<file path="src/core/scc_pkg.sv">
package scc_pkg;

  // Bus addresses, full byte including the direction bit
  localparam logic [7:0] SCC_WR_ADDR = 8'hd2;
  localparam logic [7:0] SCC_RD_ADDR = 8'hd3;

  // Register indices
  localparam logic [7:0] SCC_OFS_SPREAD = 8'h00;
  localparam logic [7:0] SCC_OFS_OUT_EN = 8'h01;
  localparam logic [7:0] SCC_OFS_GFX_REQ = 8'h02;
  localparam logic [7:0] SCC_OFS_COUNT = 8'h08;

  // Values after reset
  localparam logic [4:0] SCC_RST_SPREAD_HI = 5'h00;
  localparam logic [7:0] SCC_RST_OUT_EN = 8'hff;
  localparam logic [7:0] SCC_RST_GFX_REQ = 8'h30;
  localparam logic [7:0] SCC_RST_COUNT = 8'h09;

  // Byte 2: writable bits and the fixed reserved pattern
  localparam logic [7:0] SCC_GFX_RW_MASK = 8'h3a;
  localparam logic [7:0] SCC_GFX_RSVD_VAL = 8'hc0;

  // Field positions
  localparam int SCC_B0_ORIGIN = 7;
  localparam int SCC_B0_GFX_SS = 6;
  localparam int SCC_B0_SRC_SS = 5;
  localparam int SCC_B0_CPU_SS = 4;
  localparam int SCC_B2_GFX1 = 5;
  localparam int SCC_B2_GFX0 = 4;
  localparam int SCC_B2_REQ4 = 3;
  localparam int SCC_B2_REQ2 = 1;

  // Bit counter values within one byte slot
  localparam logic [3:0] SCC_LAST_BIT = 4'h7;
  localparam logic [3:0] SCC_ACK_SLOT = 4'h8;

  typedef enum logic [2:0] {
    SCC_ST_IDLE = 3'b000,
    SCC_ST_ADDR = 3'b001,
    SCC_ST_INDEX = 3'b010,
    SCC_ST_COUNT = 3'b011,
    SCC_ST_WDATA = 3'b100,
    SCC_ST_RDATA = 3'b101,
    SCC_ST_IGNORE = 3'b110
  } scc_state_type;

  // Events from the bit engine, one-cycle pulses except the byte and host_nack
  typedef struct packed {
    logic start;
    logic stop;
    logic rx_valid;
    logic host_ack;
    logic host_nack;
    logic [7:0] rx_byte;
  } scc_bit_evt_type;

  // Control levels to the clock generator
  typedef struct packed {
    logic freq_select_origin;
    logic graphics_spread_enable;
    logic serial_ref_spread_enable;
    logic processor_spread_enable;
    logic [3:0] processor_freq_sel;
    logic usb_clock_out_1;
    logic usb_clock_out_0;
    logic crystal_ref_out_2;
    logic crystal_ref_out_1;
    logic crystal_ref_out_0;
    logic link_seed_clock;
    logic processor_pair_1;
    logic processor_pair_0;
    logic graphics_pair_1;
    logic graphics_pair_0;
    logic serial_pair_4_run;
    logic serial_pair_2_run;
  } scc_clk_ctrl_type;

endpackage

</file>
<file path="src/core/scc_smb_bits.sv">
`timescale 1ns/100ps
`default_nettype none
module scc_smb_bits
  import scc_pkg::*;
(
  input wire logic clk,
  input wire logic reset,
  input wire logic smb_clk,
  input wire logic smb_data_in,
  input wire logic tx_mode,
  input wire logic [7:0] tx_byte,
  input wire logic ack_en,
  output scc_bit_evt_type evt,
  output logic data_oe
);

  logic scl_meta_ff;
  logic scl_sync_ff;
  logic scl_prev_ff;
  logic sda_meta_ff;
  logic sda_sync_ff;
  logic sda_prev_ff;
  logic [3:0] cnt_ff;
  logic [7:0] shift_ff;
  logic [7:0] tx_sh_ff;
  logic byte_tx_ff;
  logic drive_ff;
  scc_bit_evt_type evt_ff;
  logic scl_rise;
  logic scl_fall;
  logic start_seen;
  logic stop_seen;

  // Both pins come from the host's domain; no reset needed on the chain
  always_ff @(posedge clk) begin
    scl_meta_ff <= smb_clk;
    scl_sync_ff <= scl_meta_ff;
    scl_prev_ff <= scl_sync_ff;
    sda_meta_ff <= smb_data_in;
    sda_sync_ff <= sda_meta_ff;
    sda_prev_ff <= sda_sync_ff;
  end

  // Edges and bus conditions, from the second stage onward only
  assign scl_rise = scl_sync_ff & ~scl_prev_ff;
  assign scl_fall = ~scl_sync_ff & scl_prev_ff;
  assign start_seen = scl_sync_ff & scl_prev_ff & sda_prev_ff & ~sda_sync_ff;
  assign stop_seen = scl_sync_ff & scl_prev_ff & ~sda_prev_ff & sda_sync_ff;

  // Bit slots: sample on rising edges, change the line on falling ones
  always_ff @(posedge clk) begin
    if (reset) begin
      cnt_ff <= 4'h0;
      shift_ff <= 8'h00;
      tx_sh_ff <= 8'h00;
      byte_tx_ff <= 1'h0;
      drive_ff <= 1'h0;
      evt_ff <= '0;
    end else begin
      evt_ff.start <= start_seen;
      evt_ff.stop <= stop_seen;
      evt_ff.rx_valid <= 1'h0;
      evt_ff.host_ack <= 1'h0;
      if (start_seen || stop_seen) begin
        // Any bus condition frees the line and restarts the slot
        cnt_ff <= 4'h0;
        byte_tx_ff <= 1'h0;
        drive_ff <= 1'h0;
      end else if (scl_rise) begin
        if (cnt_ff == SCC_ACK_SLOT) begin
          cnt_ff <= 4'h0;
          evt_ff.host_ack <= byte_tx_ff; // see RL6
          evt_ff.host_nack <= sda_sync_ff; // see RL7
        end else begin
          shift_ff <= {shift_ff[6:0], sda_sync_ff};
          cnt_ff <= cnt_ff + 4'h1;
          if (cnt_ff == SCC_LAST_BIT) begin
            evt_ff.rx_valid <= ~byte_tx_ff;
            evt_ff.rx_byte <= {shift_ff[6:0], sda_sync_ff};
          end
        end
      end else if (scl_fall) begin
        if (cnt_ff == SCC_ACK_SLOT) begin
          // Pull low to acknowledge a received byte; let go when sending
          drive_ff <= ack_en & ~byte_tx_ff;
        end else if (cnt_ff == 4'h0) begin
          byte_tx_ff <= tx_mode;
          tx_sh_ff <= {tx_byte[6:0], 1'h0};
          drive_ff <= tx_mode & ~tx_byte[7];
        end else begin
          drive_ff <= byte_tx_ff & ~tx_sh_ff[7];
          tx_sh_ff <= {tx_sh_ff[6:0], 1'h0};
        end
      end
    end
  end

  assign evt = evt_ff;
  assign data_oe = drive_ff;

endmodule
`default_nettype wire

</file>
<file path="src/core/scc_smbus_clock_config_regs.sv">
`timescale 1ns/100ps
`default_nettype none
// How it works
// RL1: Host writes address d2 after start; device acknowledges it.
// RL2: Next byte is the start index; acknowledged and used as first register.
// RL3: After repeated start, read address d3 is acknowledged.
// RL4: A read sends the byte count first, then register contents.
// RL5: Bytes returned in a read follow the byte-count register.
// RL6: Host acknowledges each returned byte except the last.
// RL7: Host ends a read with not-acknowledge then stop.
// RL8: Block write: address, index, count, data bytes, stop; all acknowledged.
// RL9: Byte 0 bit 7 picks strap or register frequency select; resets 0.
// RL10: Byte 0 bits 6..4 enable spread per domain; reset disabled.
// RL11: Software sets all three spread bits for spread on all domains.
// RL12: Byte 0 bits 3..0 are frequency select; low three reset from straps.
// RL13: Byte 1 holds eight output enables, all reset to one.
// RL14: Byte 2 bits 5 and 4 enable graphics pairs; reset one.
// RL15: Byte 2 bits 3 and 1 map pairs 4 and 2 to request B.
// RL16: Byte-count register is eight bits read-write, default nine.
// RL17: A mapped pair runs while request B is low, stops while high.
module scc_smbus_clock_config_regs
  import scc_pkg::*;
(
  input wire logic clk,
  input wire logic reset,
  input wire logic smb_clk,
  input wire logic smb_data_in,
  output logic smb_data_out,
  output logic smb_data_oe,
  input wire logic [2:0] fs_strap,
  input wire logic clock_request_b_n,
  output scc_clk_ctrl_type clk_ctrl
);

  scc_bit_evt_type evt;
  scc_state_type state_ff;
  logic [7:0] ptr_ff;
  logic [7:0] left_ff;
  logic ack_en_ff;
  logic tx_mode_ff;
  logic [7:0] tx_byte_ff;
  logic [2:0] strap_meta_ff;
  logic [2:0] strap_sync_ff;
  logic [2:0] strap_latch_ff;
  logic req_meta_ff;
  logic req_sync_ff;
  logic [7:0] byte0_ff;
  logic [7:0] byte1_ff;
  logic [7:0] byte2_ff;
  logic [7:0] count_ff;
  scc_clk_ctrl_type ctrl_ff;
  logic wr_en;

  // Register contents as seen by a read
  function automatic logic [7:0] rd_reg(input logic [7:0] idx);
    case (idx)
      SCC_OFS_SPREAD: rd_reg = byte0_ff;
      SCC_OFS_OUT_EN: rd_reg = byte1_ff;
      SCC_OFS_GFX_REQ: rd_reg = (byte2_ff & SCC_GFX_RW_MASK)
                                | SCC_GFX_RSVD_VAL;
      SCC_OFS_COUNT: rd_reg = count_ff;
      default: rd_reg = 8'h00;
    endcase
  endfunction

  scc_smb_bits u_bits (
    .clk(clk),
    .reset(reset),
    .smb_clk(smb_clk),
    .smb_data_in(smb_data_in),
    .tx_mode(tx_mode_ff),
    .tx_byte(tx_byte_ff),
    .ack_en(ack_en_ff),
    .evt(evt),
    .data_oe(smb_data_oe)
  );

  // Open drain: only ever pulls low
  assign smb_data_out = 1'h0;

  // Straps and the request pin are asynchronous pins
  always_ff @(posedge clk) begin
    strap_meta_ff <= fs_strap;
    strap_sync_ff <= strap_meta_ff;
    req_meta_ff <= clock_request_b_n;
    req_sync_ff <= req_meta_ff;
  end

  // Straps are caught while reset is held, then frozen
  always_ff @(posedge clk) begin
    if (reset) begin
      strap_latch_ff <= strap_sync_ff; // see RL9
    end
  end

  // Data bytes of a block write land only while the count lasts
  assign wr_en = evt.rx_valid && (state_ff == SCC_ST_WDATA)
                 && (left_ff != 8'h00); // see RL8

  // Transfer sequencing
  always_ff @(posedge clk) begin
    if (reset) begin
      state_ff <= SCC_ST_IDLE;
      ptr_ff <= 8'h00;
      left_ff <= 8'h00;
      ack_en_ff <= 1'h0;
      tx_mode_ff <= 1'h0;
      tx_byte_ff <= 8'hff;
    end else if (evt.stop) begin
      state_ff <= SCC_ST_IDLE;
      tx_mode_ff <= 1'h0;
      ack_en_ff <= 1'h0;
    end else if (evt.start) begin
      // Repeated start lands here too; the index is kept
      state_ff <= SCC_ST_ADDR; // see RL3
      tx_mode_ff <= 1'h0;
      ack_en_ff <= 1'h0;
    end else if (evt.rx_valid) begin
      case (state_ff)
        SCC_ST_ADDR: begin
          if (evt.rx_byte == SCC_WR_ADDR) begin
            ack_en_ff <= 1'h1; // see RL1
            state_ff <= SCC_ST_INDEX;
          end else if (evt.rx_byte == SCC_RD_ADDR) begin
            ack_en_ff <= 1'h1; // see RL3
            tx_mode_ff <= 1'h1;
            tx_byte_ff <= count_ff; // see RL4
            left_ff <= count_ff; // see RL5
            state_ff <= SCC_ST_RDATA;
          end else begin
            // Someone else's address: stay off the line
            ack_en_ff <= 1'h0;
            state_ff <= SCC_ST_IGNORE;
          end
        end
        SCC_ST_INDEX: begin
          ptr_ff <= evt.rx_byte; // see RL2
          ack_en_ff <= 1'h1;
          state_ff <= SCC_ST_COUNT;
        end
        SCC_ST_COUNT: begin
          left_ff <= evt.rx_byte; // see RL8
          ack_en_ff <= 1'h1;
          state_ff <= SCC_ST_WDATA;
        end
        SCC_ST_WDATA: begin
          // Surplus bytes are still acknowledged but not stored
          ack_en_ff <= 1'h1; // see RL8
          if (wr_en) begin
            ptr_ff <= ptr_ff + 8'h01;
            left_ff <= left_ff - 8'h01;
          end
        end
        default: begin
          ack_en_ff <= 1'h0;
        end
      endcase
    end else if (evt.host_ack && (state_ff == SCC_ST_RDATA)) begin
      if (evt.host_nack) begin
        tx_mode_ff <= 1'h0; // see RL7
        state_ff <= SCC_ST_IGNORE;
      end else if (left_ff != 8'h00) begin
        tx_byte_ff <= rd_reg(ptr_ff); // see RL6
        ptr_ff <= ptr_ff + 8'h01;
        left_ff <= left_ff - 8'h01; // see RL5
      end else begin
        // Count exhausted: release the line rather than invent data
        tx_mode_ff <= 1'h0;
      end
    end
  end

  // Byte 0, spread and frequency select
  always_ff @(posedge clk) begin
    if (reset) begin
      byte0_ff <= {SCC_RST_SPREAD_HI, strap_sync_ff}; // see RL12
    end else if (wr_en && (ptr_ff == SCC_OFS_SPREAD)) begin
      byte0_ff <= evt.rx_byte; // see RL10
    end
  end

  // Byte 1, output enables
  always_ff @(posedge clk) begin
    if (reset) begin
      byte1_ff <= SCC_RST_OUT_EN; // see RL13
    end else if (wr_en && (ptr_ff == SCC_OFS_OUT_EN)) begin
      byte1_ff <= evt.rx_byte;
    end
  end

  // Byte 2, reserved bits never stored
  always_ff @(posedge clk) begin
    if (reset) begin
      byte2_ff <= SCC_RST_GFX_REQ; // see RL14
    end else if (wr_en && (ptr_ff == SCC_OFS_GFX_REQ)) begin
      byte2_ff <= evt.rx_byte & SCC_GFX_RW_MASK; // see RL15
    end
  end

  // Byte 8, read length
  always_ff @(posedge clk) begin
    if (reset) begin
      count_ff <= SCC_RST_COUNT; // see RL16
    end else if (wr_en && (ptr_ff == SCC_OFS_COUNT)) begin
      count_ff <= evt.rx_byte;
    end
  end

  // Registered control levels; one cycle behind the registers
  always_ff @(posedge clk) begin
    if (reset) begin
      ctrl_ff <= '0;
    end else begin
      ctrl_ff.freq_select_origin <= byte0_ff[SCC_B0_ORIGIN];
      ctrl_ff.graphics_spread_enable <= byte0_ff[SCC_B0_GFX_SS]; // see RL10
      ctrl_ff.serial_ref_spread_enable <= byte0_ff[SCC_B0_SRC_SS];
      ctrl_ff.processor_spread_enable <= byte0_ff[SCC_B0_CPU_SS];
      // Strap path has no fourth bit, so it reads as zero
      ctrl_ff.processor_freq_sel <= byte0_ff[SCC_B0_ORIGIN]
                                    ? byte0_ff[3:0]
                                    : {1'h0, strap_latch_ff}; // see RL9
      ctrl_ff.usb_clock_out_1 <= byte1_ff[7]; // see RL13
      ctrl_ff.usb_clock_out_0 <= byte1_ff[6];
      ctrl_ff.crystal_ref_out_2 <= byte1_ff[5];
      ctrl_ff.crystal_ref_out_1 <= byte1_ff[4];
      ctrl_ff.crystal_ref_out_0 <= byte1_ff[3];
      ctrl_ff.link_seed_clock <= byte1_ff[2];
      ctrl_ff.processor_pair_1 <= byte1_ff[1];
      ctrl_ff.processor_pair_0 <= byte1_ff[0];
      ctrl_ff.graphics_pair_1 <= byte2_ff[SCC_B2_GFX1]; // see RL14
      ctrl_ff.graphics_pair_0 <= byte2_ff[SCC_B2_GFX0];
      ctrl_ff.serial_pair_4_run <= ~byte2_ff[SCC_B2_REQ4]
                                   | ~req_sync_ff; // see RL17
      ctrl_ff.serial_pair_2_run <= ~byte2_ff[SCC_B2_REQ2]
                                   | ~req_sync_ff; // see RL15
    end
  end

  assign clk_ctrl = ctrl_ff;

endmodule
`default_nettype wire

</file>
<file path="config.mk">
export PLATFORM = sky130hd
export DESIGN_NAME = scc_smbus_clock_config_regs
export DESIGN_NICKNAME = d
export VERILOG_FILES = /design/src/core/scc_pkg.sv /design/src/core/scc_smb_bits.sv /design/src/core/scc_smbus_clock_config_regs.sv
export SDC_FILE = /design/constraint.sdc
export NUM_CORES = 1
export LEC_CHECK = 0
export ABC_AREA = 1
export BUFFER_PORTS_ARGS = -buffer_cell sky130_fd_sc_hd__buf_2
export CELL_PAD_IN_SITES_DETAIL_PLACEMENT = 1
export CELL_PAD_IN_SITES_GLOBAL_PLACEMENT = 2
export CORE_AREA = 4 4 131 133
export DETAILED_ROUTE_END_ITERATION = 7
export DIE_AREA = 0 0 135 137
export PLACE_DENSITY_LB_ADDON = 0.1
export RECOVER_POWER = 50
export SLEW_MARGIN = 30
export SYNTH_ARGS = -nofsm -noshare
export SYNTH_HDL_FRONTEND = slang
export SYNTH_SLANG_ARGS = --single-unit
</file>
<file path="constraint.sdc">
create_clock -name clk -period 1.9 [get_ports clk]
set_input_delay 0.19 -clock clk [delete_from_list [all_inputs] [get_ports clk]]
set_output_delay 0.19 -clock clk [all_outputs]
set_load 0.005 [all_outputs]
</file>
==> summary.txt <==
STA
  • RSZ-0062 raised after global routing: no
  • Setup TNS: 0 ns
  • Period utilisation layout: 0.912
  • Fin Clk Skew: roughly 0.009 ns
  • Peak Freq: about 580 MHz
  • Tmin final: 1.73 ns
  • Slew Limit Fails: 0
  • Fin worst setup slack: 0.167 ns
  • Final setup viols: 0
  • Endpoints failing hold: 0

Global route
  • Initial antenna violation count: 0
  • Largest net degree at the start of global routing: 60
  • GRT overflow: 0
  • First-pass GRT wire length: between 20000 and 30000 µm
  • Number of global-route vias before repair: ~5300
  • Total GRT Usage: 0.192

Synthesis
  • Post-synthesis cell area: about 5500 µm²
  • Post-synth EDFFs: 6
  • Synth Register Bits: between 100 and 150
  • Main flop type after synthesis: dfxtp_1
  • Sequential share of the synthesized area: 0.470
  • Yosys top cell area share: 0.437
  • Top cells by instance count after synthesis: 186 x nand2_1, 121 x dfxtp_1, 99 x nor2_1
  • Ys Warns: 0
  • Asr flop ratio synth: 0
  • Synthesized instance count: between 700 and 800
  • Synth area leader: dfxtp_1
  • Avg Cell Area, Syn: 7.24 µm²
  • Synth cell types: 33
  • Most frequent cell after synthesis: nand2_1
  • Top cells by area, synth: dfxtp_1 44%, nand2_1 13%, o21ai_0 7.4%
  • Post-Syn Nets: 781

Cells and area
  • Register area: 2600 µm²
  • Synthesis-to-finish area growth: 21.0%
  • Layout cells sized above 1: 0.136
  • Fill cell count: just under 2000
  • Final instance area: approximately 6700 µm²
  • Area occupied by multi-input gates: roughly 2500 µm²
  • Nets@finish: between 800 and 900
  • N_diodes: 0

Pwr
  • Psw: 0.00155 W
  • Power density over cell area: ~910 nW/µm²
  • Comb power frac: 0.034
  • Pint: between 0.004 and 0.005 W
  • Flop pwr share: 0.456
  • Sw frac: 0.253
  • Leak: 2.97 nW
  • Max VDD drop: 717 µV
  • Clock power share: 0.510

Routing
  • Routed Antenna Nets: 0
  • Via-to-Cell Ratio: ~4.8
  • WL met2: 7750 µm
  • Highest Signal Layer: met4
  • Via count: 5075
  • Residual DRC: 0
  • Wire per inst: 15.9 µm
  • Metal3 WL: ~460 µm
  • Drt pass-1 iters: 4
  • WL final: 16700 µm
  • DRT iter0 DRCs: ~210
  • M1 WL: ~8200 µm

Setup path
  • CP required: around 2.2 ns
  • Critical Path End Type: flop
  • Critical Setup Path Class: reg2reg
  • CP Launch Type: flop
  • Crit path max fanout: 8
  • Cell count of the worst reg-to-reg path: 11
  • RR Startpoint: ptr_ff[1]$_SDFFE_PP0P_
  • R2r setup slk: around 0.17 ns
  • R2r endpoint: tx_byte_ff[5]$_SDFFE_PP1P_
  • Arrival time worst endpoint: between 2 and 2.5 ns

Floorplan
  • # rows: 46
  • Initial core utilization: 0.350
  • Core area: roughly 16000 µm²
  • Die area: approximately 18000 µm²
  • Die Ht: ~140 µm
  • I/O Pins: 30
  • Chip Width: 135 µm

Clock network
  • CTS sink count: roughly 130
  • CTS buffer count: 17
  • CTS tree: yes
  • H-tree Lvls: 4
  • Root Buffer: clkbuf_16
  • Reg clk slew, reported paths: approximately 0.07 ns
  • Clk buf depth: 2
  • Clk_lat worst skew: roughly 0.42 ns

Flow run
  • Max-capacitance violation count: 0

Worst hold path
  • Tightest Hold Check Type: in2reg
  • Hold Crit Depth: 3
  • Hold Crit Endpoint: clk_ctrl[19]$_SDFF_PP0_
  • Min-delay src: reset

Place
  • Buffers on Ports: 28
  • DP HPWL: 12400 µm
  • Area post-placement: between 6000 and 7000 µm²
  • Setup WS pre-CTS: between 0.15 and 0.2 ns
  • GP Congestion: ~0.85

Run status
  • Status: completed
==> state kept, by name, indices dropped and copies added, names as in the netlist, 7 cells and up <==
name and count:
byte0_ff 8, byte1_ff 8, clk_ctrl 20, count_ff 8, left_ff 8, ptr_ff 8, tx_byte_ff 8, u_bits.evt 13
u_bits.shift_ff 7, u_bits.tx_sh_ff 7
==> final cells by class <==
class,count,share of cell area
Inverter,76,0.0426
Clock inverter,15,0.0215
Sequential cell,127,0.388
Timing Repair Buffer,60,0.0651
Clock buffer,17,0.0635
Multi-Input combinational cell,537,0.379
Tap cell,216,0.0403
==> per-stage QoR <==
step / hold slack [ns] / std cells / utilization / power, W
2_1_floorplan: 0.218 / 765 / - / 0.00296
3_3_place_gp: 0.293 / 1008 / 0.382 / 0.00304
3_5_place_dp: 0.295 / 1008 / 0.382 / 0.00305
4_1_cts: 0.242 / 1046 / 0.422 / 0.00619
5_1_grt: 0.282 / 1048 / 0.424 / 0.00636
6_report: 0.263 / 1048 / 0.424 / 0.00611
==> placed cells by master, fill, tap and decap left out, drive strengths merged, types with 2 or more instances in the layout <==
cell         count
xor2             3
clkbuf          28
nor2           111
dfxtp          121
nand4            5
a31oi            7
buf             43
clkinv           2
a21oi           60
edfxtp           6
nand3           51
ha               8
o21ai           83
dlygate4sd3      6
nand2          193
inv             85
xnor2            2
clkinvlp         4
nor3             9
==> timing repair <==
item | CTS | global route
endpoints found under the hold margin | 6 | 0
endpoints found under the setup margin | 0 | 15
hold buffers | 6 | 0
gates resized for setup | 0 | 4
buffers inserted | 0 | 2
==> kinds of logic (layout without fill, tap and decap cells) <==
kind of cell | after synthesis | in the layout | share of synthesized area
other | 1 | 1 | 0.000677
adder cells (fa/ha/maj) | 8 | 8 | 0.0181
AO/OA/AOI/OAI | 152 | 152 | 0.141
buffers and inverters | 101 | 168 | 0.0741
XOR/XNOR | 5 | 5 | 0.00790
AND/OR/NAND/NOR | 371 | 371 | 0.289
flip-flops | 127 | 127 | 0.470
==> power by group through the flow <==
stage / clock (W) / sequential, W / combinational (W)
after floorplan: 0 / 0.00283 / 0.000124
after global placement: 0 / 0.00284 / 0.000198
after detailed placement: 0 / 0.00284 / 0.000205
after CTS: 0.00320 / 0.00278 / 0.000215
after global routing: 0.00333 / 0.00279 / 0.000242
final: 0.00312 / 0.00278 / 0.000209
==> worst max-delay path, cell delays in order, from the launching register on <==
cell and delay, ns:
dfxtp_1 0.44, inv_1 0.10, ha_1 0.22, nand3_1 0.14, nor2_4 0.06, buf_12 0.13
nand2_1 0.05, nand2_1 0.05, o21ai_0 0.24, nand2_1 0.08, nand2_1 0.07, nand2_1 0.04
==> per-layer routing <==
metal	track usage	up-vias
met5	0	-
met4	0.0560	0
met3	0.0430	23
met2	0.312	50
met1	0.258	2425
li1	-	2577
==> how the worst max path moves through the flow <==
stage | from | to | slack [ns] | depth (start not counted)
finish | ptr_ff[1]$_SDFFE_PP0P_ | tx_byte_ff[5]$_SDFFE_PP1P_ | 0.17 | 11
global route | left_ff[0]$_SDFFE_PP0P_ | ptr_ff[4]$_SDFFE_PP0P_ | 0.01 | 9
CTS | left_ff[0]$_SDFFE_PP0P_ | byte1_ff[1]$_SDFFE_PP1P_ | 0.12 | 9
detailed placement | ptr_ff[0]$_SDFFE_PP0P_ | count_ff[4]$_SDFFE_PP0P_ | 0.16 | 8
global placement | ptr_ff[4]$_SDFFE_PP0P_ | tx_byte_ff[5]$_SDFFE_PP1P_ | 0.22 | 10
floorplan | ptr_ff[0]$_SDFFE_PP0P_ | byte0_ff[0]$_DFFE_PP_ | 0.29 | 7
Note: power is estimated with default switching activity, not from simulation.
